<file path="src/common/alal_params.svh">
`ifndef ALAL_PARAMS_SVH
`define ALAL_PARAMS_SVH

// ==========================================================
// Register offsets
`define ALAL_MODE_ADDR 8'h01
`define ALAL_IRQ_ADDR 8'h02
`define ALAL_CFG_ADDR 8'h04
`define ALAL_SCFG_A_ADDR 8'h1B
`define ALAL_SCFG_B_ADDR 8'h1C
`define ALAL_OTRIP_ADDR 8'h1D
`define ALAL_OHYS_ADDR 8'h1E
`define ALAL_DTRIP_ADDR 8'h1F
`define ALAL_DHYS_ADDR 8'h20
`define ALAL_STATUS_ADDR 8'h21

// ==========================================================
// Field positions
`define ALAL_MODE_BL_ON 0
`define ALAL_MODE_AUTO 1
`define ALAL_CFG_FORCE 0
`define ALAL_CFG_SEL2 1
`define ALAL_CFG_SELAB 2
`define ALAL_CFG_LVL_LO 3
`define ALAL_CFG_LVL_HI 4
`define ALAL_SCFG_OEN 0
`define ALAL_SCFG_DEN 1
`define ALAL_SCFG_OFILT_LO 2
`define ALAL_SCFG_DFILT_LO 5
`define ALAL_FILT_W 3

// ==========================================================
// Values and timing
`define ALAL_RST8 8'h00
`define ALAL_OFFICE_FULL 8'hFA
`define ALAL_CONV_TIME_MS 80
`define ALAL_CLK_HZ 25000000

`endif

</file>
<file path="src/common/alal_pkg.sv">
`default_nettype none

package alal_pkg;

    typedef enum logic [1:0] {
        ALAL_IDLE = 2'b01,
        ALAL_CONV = 2'b10
    } alal_conv_state_t;

    typedef enum logic [1:0] {
        ALAL_DAYLIGHT = 2'b00,
        ALAL_OFFICE = 2'b01,
        ALAL_DARK = 2'b10
    } alal_level_t;

endpackage

`default_nettype wire

</file>
<file path="src/hw/alal_core.sv">
`timescale 1ns/1ns
`default_nettype none
`include "alal_params.svh"

module alal_core #(
    parameter int CONV_CYCLES =
        `ALAL_CONV_TIME_MS * (`ALAL_CLK_HZ / 1000)
) (
    input wire logic core_clk,
    input wire logic rstn,
    input wire logic ce,
    input wire logic reg_wr,
    input wire logic reg_rd,
    input wire logic [7:0] reg_addr,
    input wire logic [7:0] reg_wdata,
    output logic [7:0] reg_rdata,
    input wire logic [7:0] primary_sensor_code,
    input wire logic [7:0] second_sensor_code,
    input wire logic sink6_request,
    input wire logic any_sink_on,
    output logic sink6_drive_en,
    output logic second_sensor_active,
    output logic [1:0] brightness_level,
    output logic conv_done,
    output logic sensor1_change_irq,
    output logic sensor2_change_irq,
    output logic [1:0] office_flag,
    output logic [1:0] dark_flag
);

    localparam int CW = $clog2(CONV_CYCLES + 1);
    localparam logic [CW-1:0] CONV_LAST = CW'(CONV_CYCLES - 1);

    // ==========================================================
    // Register file
    logic [7:0] mode_reg;
    logic [7:0] cfg_reg;
    logic [7:0] scfg_reg [2];
    logic [7:0] otrip_reg;
    logic [7:0] ohys_reg;
    logic [7:0] dtrip_reg;
    logic [7:0] dhys_reg;
    logic [1:0] irq_reg;
    logic [1:0] irq_next;
    logic force_reg;
    logic force_next;
    logic [1:0] lvl_reg;
    logic [1:0] lvl_next;

    wire wr_mode = reg_wr && reg_addr == `ALAL_MODE_ADDR;
    wire wr_irq = reg_wr && reg_addr == `ALAL_IRQ_ADDR;
    wire wr_cfg = reg_wr && reg_addr == `ALAL_CFG_ADDR;
    wire wr_sa = reg_wr && reg_addr == `ALAL_SCFG_A_ADDR;
    wire wr_sb = reg_wr && reg_addr == `ALAL_SCFG_B_ADDR;
    wire wr_ot = reg_wr && reg_addr == `ALAL_OTRIP_ADDR;
    wire wr_oh = reg_wr && reg_addr == `ALAL_OHYS_ADDR;
    wire wr_dt = reg_wr && reg_addr == `ALAL_DTRIP_ADDR;
    wire wr_dh = reg_wr && reg_addr == `ALAL_DHYS_ADDR;

    wire bl_on = mode_reg[`ALAL_MODE_BL_ON];
    wire auto_level_enable = mode_reg[`ALAL_MODE_AUTO];
    wire second_sensor_select = cfg_reg[`ALAL_CFG_SEL2];
    wire sensor_channel_select = cfg_reg[`ALAL_CFG_SELAB];

    always_ff @(posedge core_clk) begin
        if (!rstn) begin
            mode_reg <= `ALAL_RST8;
            cfg_reg <= `ALAL_RST8;
            scfg_reg[0] <= `ALAL_RST8;
            scfg_reg[1] <= `ALAL_RST8;
            otrip_reg <= `ALAL_RST8;
            ohys_reg <= `ALAL_RST8;
            dtrip_reg <= `ALAL_RST8;
            dhys_reg <= `ALAL_RST8;
        end else if (ce) begin
            if (wr_mode) mode_reg <= reg_wdata;
            if (wr_cfg) cfg_reg <= reg_wdata;
            if (wr_sa) scfg_reg[0] <= reg_wdata;
            if (wr_sb) scfg_reg[1] <= reg_wdata;
            if (wr_ot) otrip_reg <= reg_wdata;
            if (wr_oh) ohys_reg <= reg_wdata;
            if (wr_dt) dtrip_reg <= reg_wdata;
            if (wr_dh) dhys_reg <= reg_wdata;
        end
    end

    // ==========================================================
    // Shared sixth pin
    assign sink6_drive_en = sink6_request && !second_sensor_select;
    assign second_sensor_active = second_sensor_select;

    // ==========================================================
    // Conversion sequencer
    // The single-shot request is refused outright while the backlight
    // runs or no sink is lit, so software sees it read back as zero.
    alal_pkg::alal_conv_state_t state_reg;
    alal_pkg::alal_conv_state_t state_next;
    logic [CW-1:0] cnt_reg;
    logic [CW-1:0] cnt_next;

    wire run_req = auto_level_enable || force_reg;
    wire conv_end = cnt_reg == CONV_LAST;
    wire force_ok = !bl_on && any_sink_on;

    always_comb begin
        state_next = state_reg;
        cnt_next = cnt_reg;
        conv_done = 1'b0;
        case (state_reg)
            alal_pkg::ALAL_IDLE: begin
                cnt_next = '0;
                if (run_req) state_next = alal_pkg::ALAL_CONV;
            end
            alal_pkg::ALAL_CONV: begin
                cnt_next = cnt_reg + 1'b1;
                if (!run_req) begin
                    state_next = alal_pkg::ALAL_IDLE;
                end else if (conv_end) begin
                    conv_done = ce;
                    cnt_next = '0;
                    if (!auto_level_enable) begin
                        state_next = alal_pkg::ALAL_IDLE;
                    end
                end
            end
            default: begin
                state_next = alal_pkg::ALAL_IDLE;
                cnt_next = '0;
            end
        endcase
    end

    assign force_next = wr_cfg ?
        (reg_wdata[`ALAL_CFG_FORCE] && force_ok) :
        (force_reg && !conv_done);

    always_ff @(posedge core_clk) begin
        if (!rstn) begin
            state_reg <= alal_pkg::ALAL_IDLE;
            cnt_reg <= '0;
            force_reg <= 1'b0;
        end else if (ce) begin
            state_reg <= state_next;
            cnt_reg <= cnt_next;
            force_reg <= force_next;
        end
    end

    // ==========================================================
    // Trip comparators with hysteresis and filter
    // Index g: channel g/2, office when g is even, dark when odd.
    // The filter counts whole conversions, so a setting of n
    // demands 2**n agreeing results: 80 ms up to about 10 s.
    wire [3:0] flag_w;
    wire [3:0] flip_w;

    wire [8:0] office_sum = {1'b0, otrip_reg} + {1'b0, ohys_reg};
    wire [8:0] dark_sum = {1'b0, dtrip_reg} + {1'b0, dhys_reg};

    genvar g;
    generate
        for (g = 0; g < 4; g++) begin : gen_cmp
            localparam int CH = g / 2;
            localparam bit DARK = (g % 2) == 1;
            logic flag_reg;
            logic [7:0] agree_reg;
            wire [7:0] code_raw = (CH == 0) ?
                primary_sensor_code : second_sensor_code;
            // Office codes beyond full scale clip, so an oversized
            // trip plus hysteresis can never be exceeded.
            wire [7:0] code = (!DARK && code_raw > `ALAL_OFFICE_FULL) ?
                `ALAL_OFFICE_FULL : code_raw;
            wire [7:0] trip = DARK ? dtrip_reg : otrip_reg;
            wire [8:0] limit = DARK ? dark_sum : office_sum;
            wire en = scfg_reg[CH][DARK ? `ALAL_SCFG_DEN :
                `ALAL_SCFG_OEN];
            wire [2:0] fsel = DARK ?
                scfg_reg[CH][`ALAL_SCFG_DFILT_LO +: `ALAL_FILT_W] :
                scfg_reg[CH][`ALAL_SCFG_OFILT_LO +: `ALAL_FILT_W];
            wire [7:0] need = 8'h01 << fsel;
            wire below = code < trip;
            wire above = {1'b0, code} > limit;
            wire want = en && (flag_reg ? !above : below);
            wire ch_done = conv_done &&
                (CH == 0 || second_sensor_active);
            wire differ = want != flag_reg;
            wire [7:0] agree_inc = agree_reg + 8'h01;
            assign flip_w[g] = ch_done && differ &&
                agree_inc >= need;
            assign flag_w[g] = flag_reg;

            always_ff @(posedge core_clk) begin
                if (!rstn) begin
                    flag_reg <= 1'b0;
                    agree_reg <= 8'h00;
                end else if (ce && ch_done) begin
                    if (flip_w[g]) begin
                        flag_reg <= want;
                        agree_reg <= 8'h00;
                    end else if (differ) begin
                        agree_reg <= agree_inc;
                    end else begin
                        agree_reg <= 8'h00;
                    end
                end
            end
        end
    endgenerate

    assign office_flag = {flag_w[2], flag_w[0]};
    assign dark_flag = {flag_w[3], flag_w[1]};

    // ==========================================================
    // Change flags: a new edge beats a clear in the same cycle.
    assign irq_next[0] = (irq_reg[0] && !(wr_irq && reg_wdata[0])) ||
        flip_w[0] || flip_w[1];
    assign irq_next[1] = (irq_reg[1] && !(wr_irq && reg_wdata[1])) ||
        flip_w[2] || flip_w[3];

    always_ff @(posedge core_clk) begin
        if (!rstn) irq_reg <= 2'b00;
        else if (ce) irq_reg <= irq_next;
    end

    assign sensor1_change_irq = irq_reg[0];
    assign sensor2_change_irq = irq_reg[1];

    // ==========================================================
    // Backlight level selection
    wire sel_ch = second_sensor_active && sensor_channel_select;
    wire sel_dark = dark_flag[sel_ch];
    wire sel_office = office_flag[sel_ch];
    wire [1:0] auto_lvl = sel_dark ? alal_pkg::ALAL_DARK :
        sel_office ? alal_pkg::ALAL_OFFICE :
        alal_pkg::ALAL_DAYLIGHT;

    assign lvl_next = auto_level_enable ? auto_lvl :
        wr_cfg ? reg_wdata[`ALAL_CFG_LVL_HI:`ALAL_CFG_LVL_LO] :
        lvl_reg;

    always_ff @(posedge core_clk) begin
        if (!rstn) lvl_reg <= alal_pkg::ALAL_DAYLIGHT;
        else if (ce) lvl_reg <= lvl_next;
    end

    assign brightness_level = lvl_reg;

    // ==========================================================
    // Read path
    wire [7:0] cfg_view = {cfg_reg[7:5], lvl_reg,
        cfg_reg[`ALAL_CFG_SELAB:`ALAL_CFG_SEL2], force_reg};
    wire [7:0] status_view = {4'h0, dark_flag, office_flag};
    wire [7:0] rd_mux =
        reg_addr == `ALAL_MODE_ADDR ? mode_reg :
        reg_addr == `ALAL_IRQ_ADDR ? {6'h00, irq_reg} :
        reg_addr == `ALAL_CFG_ADDR ? cfg_view :
        reg_addr == `ALAL_SCFG_A_ADDR ? scfg_reg[0] :
        reg_addr == `ALAL_SCFG_B_ADDR ? scfg_reg[1] :
        reg_addr == `ALAL_OTRIP_ADDR ? otrip_reg :
        reg_addr == `ALAL_OHYS_ADDR ? ohys_reg :
        reg_addr == `ALAL_DTRIP_ADDR ? dtrip_reg :
        reg_addr == `ALAL_DHYS_ADDR ? dhys_reg :
        reg_addr == `ALAL_STATUS_ADDR ? status_view : 8'h00;

    always_ff @(posedge core_clk) begin
        if (!rstn) reg_rdata <= 8'h00;
        else if (ce && reg_rd) reg_rdata <= rd_mux;
    end
endmodule

`default_nettype wire

</file>
<file path="config.mk">
export PLATFORM = sky130hd
export DESIGN_NAME = alal_core
export DESIGN_NICKNAME = d
export VERILOG_FILES = /design/src/common/alal_pkg.sv /design/src/hw/alal_core.sv
export VERILOG_INCLUDE_DIRS = /design/src /design/src/common
export SDC_FILE = /design/constraint.sdc
export NUM_CORES = 1
export LEC_CHECK = 0
export ABC_AREA = 1
export BUFFER_PORTS_ARGS = -buffer_cell sky130_fd_sc_hd__buf_4
export CAP_MARGIN = 30
export CORE_MARGIN = 4
export CORE_UTILIZATION = 55
export DETAILED_ROUTE_END_ITERATION = 10
export PLACE_DENSITY_LB_ADDON = 0.25
export SLEW_MARGIN = 10
export SYNTH_ARGS = -nofsm -noshare
export SYNTH_HDL_FRONTEND = slang
export SYNTH_SLANG_ARGS = --single-unit
</file>
<file path="constraint.sdc">
create_clock -name core_clk -period 3.3 [get_ports core_clk]
set_input_delay 0.66 -clock core_clk [delete_from_list [all_inputs] [get_ports core_clk]]
set_output_delay 0.66 -clock core_clk [all_outputs]
set_load 0.02 [all_outputs]
</file>
==> flow_summary_export.csv <==
group,metric,value,unit
run_status,run_status,"finished clean",
sta,setup_violations,0,
grt,grt_max_degree,52,
synth,ys_types,55,
synth,synth_area_leaders,"dfxtp_1, ha_1, a21oi_1, nand2_1, inv_1",
floorplan,die_area,19700,um^2
cells_and_area,area_growth,14.0,%
cells_and_area,largest_reg_flops,32,
place,place_congestion,0.971,
routing,drc,0,
critical_path,critPathKind,"reg2reg",
cts,root_buffer,"clkbuf_16",
floorplan,die_h,140,um
cells_and_area,final_common_cell,"nand2_1",
cts,cts.sinks,133,
sta,period_needed,3.07,ns
synth,ys_warn_count,0,
sta,fin_crit_sh,92.9,%
floorplan,num_rows,48,
routing,drt-initial-drc-count,937,
sta,worst_pin_slew,0.633,ns
cells_and_area,insertedDiodeCount,0,
grt,grt_pass1_wl,44900,um
routing,wire_per_inst,16.9,um
sta,fmax,0.326,GHz
synth,ys_seq_area_share,29.3,%
sta,worst_slack,0.234,ns
sta,whs,0.468,ns
critical_path,cpMostUsedCell,"nand2_1",
grt,antenna_found_initial,0,
sta,grt_setup_unrepaired,"true",
synth,netlist.top_cell.by_area,"dfxtp_1",
synth,syn_area_per_cell,7.21,um^2
synth,synth_edf_count,16,
pwr,p_per_area,366,nW/um^2
critical_path,cp-end-kind,"register",
critical_path,critPathMaxFanout,8,
sta,hold_viol_final,0,
floorplan,core,17200,um^2
synth,syn_inst,1337,
cts,max-clock-path-buffers,2,
sta,fin_skew,0.00842,ns
grt,grt_pass1_vias,8685,
synth,synth_fp_nets,1485,
critical_path,start_kind,"register",
routing,drt-total-wl,27400,um
cells_and_area,post_route_cells_drive_above_1_share,12.5,%
cells_and_area,fin_cells,1622,
floorplan,initial_utilization,55.9,%
routing,vias_per_cell,5.76,
cells_and_area,nNetsFinal,1532,
synth,netlist_area,9640,um^2
grt,grt_overflow,0,
place,dp.cells,1589,
routing,drtAntennaViolNets,0,
cts,clk_pin_slew_worst_paths,0.06,ns
hold_path,hold_class,"reg2reg",
routing,drt-pass1-iter-count,5,
synth,synth_top_cell_area_share,24.3,%
critical_path,path_cells,"ha_4 -> fa_2 -> nand3_2 -> nand2_4 -> xor2_2 -> ha_1 -> nand2_1 -> nor2_1 -> inv_1 -> nor2_1 -> o21ai_0 -> nand2_1 -> nand2_1 -> nand2_1 -> nand4_1 -> nand3_1 -> and2_2 -> nand4_1 -> a21oi_1",
place,preCtsSetupSlack,0.0552,ns
pwr,peakVddDrop,419,uV
routing,num_vias,9345,
cells_and_area,final_cell_mix,"nand2_1, inv_1, a21oi_1",
sta,maxSlewHeadroom,57.7,%
critical_path,required,3.64,ns
cts,insertion_delay,0.43,ns
synth,synthFlopType,"dfxtp_1",
run,drv_cap,0,
floorplan,chipWidth,140,um
pwr,p_leak,4.74,nW
cts,cts.htree.levels,4,
floorplan,io_pins,58,
sta,drv_slew,0,
place,hpwl,21000,um
synth,synth-seq-cells,133,
critical_path,cp.arrival,3.41,ns
grt,grtUsageTotal,28.2,%
cts,cts_tree,"done",
cells_and_area,final_util,63.8,%
critical_path,crit_path_max_incr_delay,0.35,ns
critical_path,slowest_stage,"dfxtp_1",
cts,numCtsBuffers,17,
place,place.port_buffers,57,
synth,async_flop_share,0,%
==> timing repair <==
| item | CTS | global route |
|---|---|---|
| setup endpoints to repair | 0 | 20 |
| resized for setup | 0 | 27 |
| hold buffers | 0 | 0 |
| setup buffers | 0 | 1 |
==> cell families (layout without fill, tap and decap cells) <==
family / count (synthesis) / in the layout / synth area share [%]
compound gates: 315 / 315 / 18.4
xor+xnor: 39 / 39 / 3.54
fa+ha+maj: 109 / 109 / 14.3
buf+inv: 225 / 285 / 9.00
flops: 133 / 133 / 29.3
simple gates: 516 / 516 / 25.5
==> cells in the mapped netlist, types with 2 or more instances <==
library cell  count
a211oi_1         19
a21boi_0          2
a21o_1            2
a21oi_1         165
a221oi_1          5
a22oi_1           2
a31oi_1           3
and3_1            3
buf_2             5
buf_4             4
clkbuf_1         36
dfxtp_1         117
edfxtp_1         16
fa_1              2
ha_1            107
inv_1           174
inv_2             4
nand2_1         208
nand2_2          10
nand3_1          88
nand3_2          10
nand3b_1         12
nand4_1          44
nor2_1           96
nor2_2            7
nor2_4            2
nor3_1           19
nor3_2            5
nor4_1            2
o2111ai_1         4
o211ai_1          8
o21a_1            7
o21ai_0          83
o21bai_1          3
o221ai_1          3
o32ai_1           2
or2_1             3
xnor2_1          10
xor2_1           29
==> worst max-delay path: cells and delay by family (launching register included) <==
family | cells | cell delay [ns]
compound gates | 2 | 0.28
flops | 1 | 0.35
buf+inv | 1 | 0.05
fa+ha+maj | 3 | 0.83
xor+xnor | 1 | 0.16
simple gates | 12 | 1.30
==> routing by layer <==
layer / vias to the layer above / global-route usage (%) / wire [um]
met3: 51 / 4.88 / 1880
met1: 4320 / 38.9 / 12400
met5: - / 0 / 0
met4: 0 / 9.33 / 648
met2: 301 / 44.8 / 12400
li1: 4673 / - / -
==> stage by stage <==
step                instance area [um^2]  power, W  setup TNS, ns
floorplan                           9640   0.00195              0
global placement                   10300   0.00210              0
detailed placement                 10300   0.00210              0
CTS                                10900   0.00401              0
global route                       11000   0.00414        -0.0282
finish                             11000   0.00402              0
==> final timing paths <==
path / start / end / cells past startpoint / slack [ns]
setup reg to reg: dhys_reg[0]$_SDFFE_PN0P_ / gen_cmp[3].agree_reg[5]$_SDFFE_PN0P_ / 19 / 0.23
hold / removal: reg_rdata[1]$_SDFFE_PN0P_ / reg_rdata[1]$_SDFFE_PN0P_ / 2 / 0.47
setup / recovery: dhys_reg[0]$_SDFFE_PN0P_ / gen_cmp[3].agree_reg[5]$_SDFFE_PN0P_ / 19 / 0.23
hold reg to reg: reg_rdata[1]$_SDFFE_PN0P_ / reg_rdata[1]$_SDFFE_PN0P_ / 2 / 0.47
==> report_power, final <==
part           internal (W)  switching [W]  leakage [nW]
Combinational      0.000138       0.000257          3.35
Clock               0.00116       0.000785         0.291
Sequential          0.00166      0.0000253          1.10
Total               0.00295        0.00107          4.74
==> area by class of cell <==
class / instances / area [um^2]
Fill cell: 1596 / 6250
Multi-Input combinational cell: 979 / 6040
Sequential cell: 133 / 2830
Inverter: 180 / 677
Timing Repair Buffer: 73 / 561
Clock buffer: 21 / 493
Tap cell: 225 / 282
Clock inverter: 11 / 111
(Power assumes the default switching activity.)
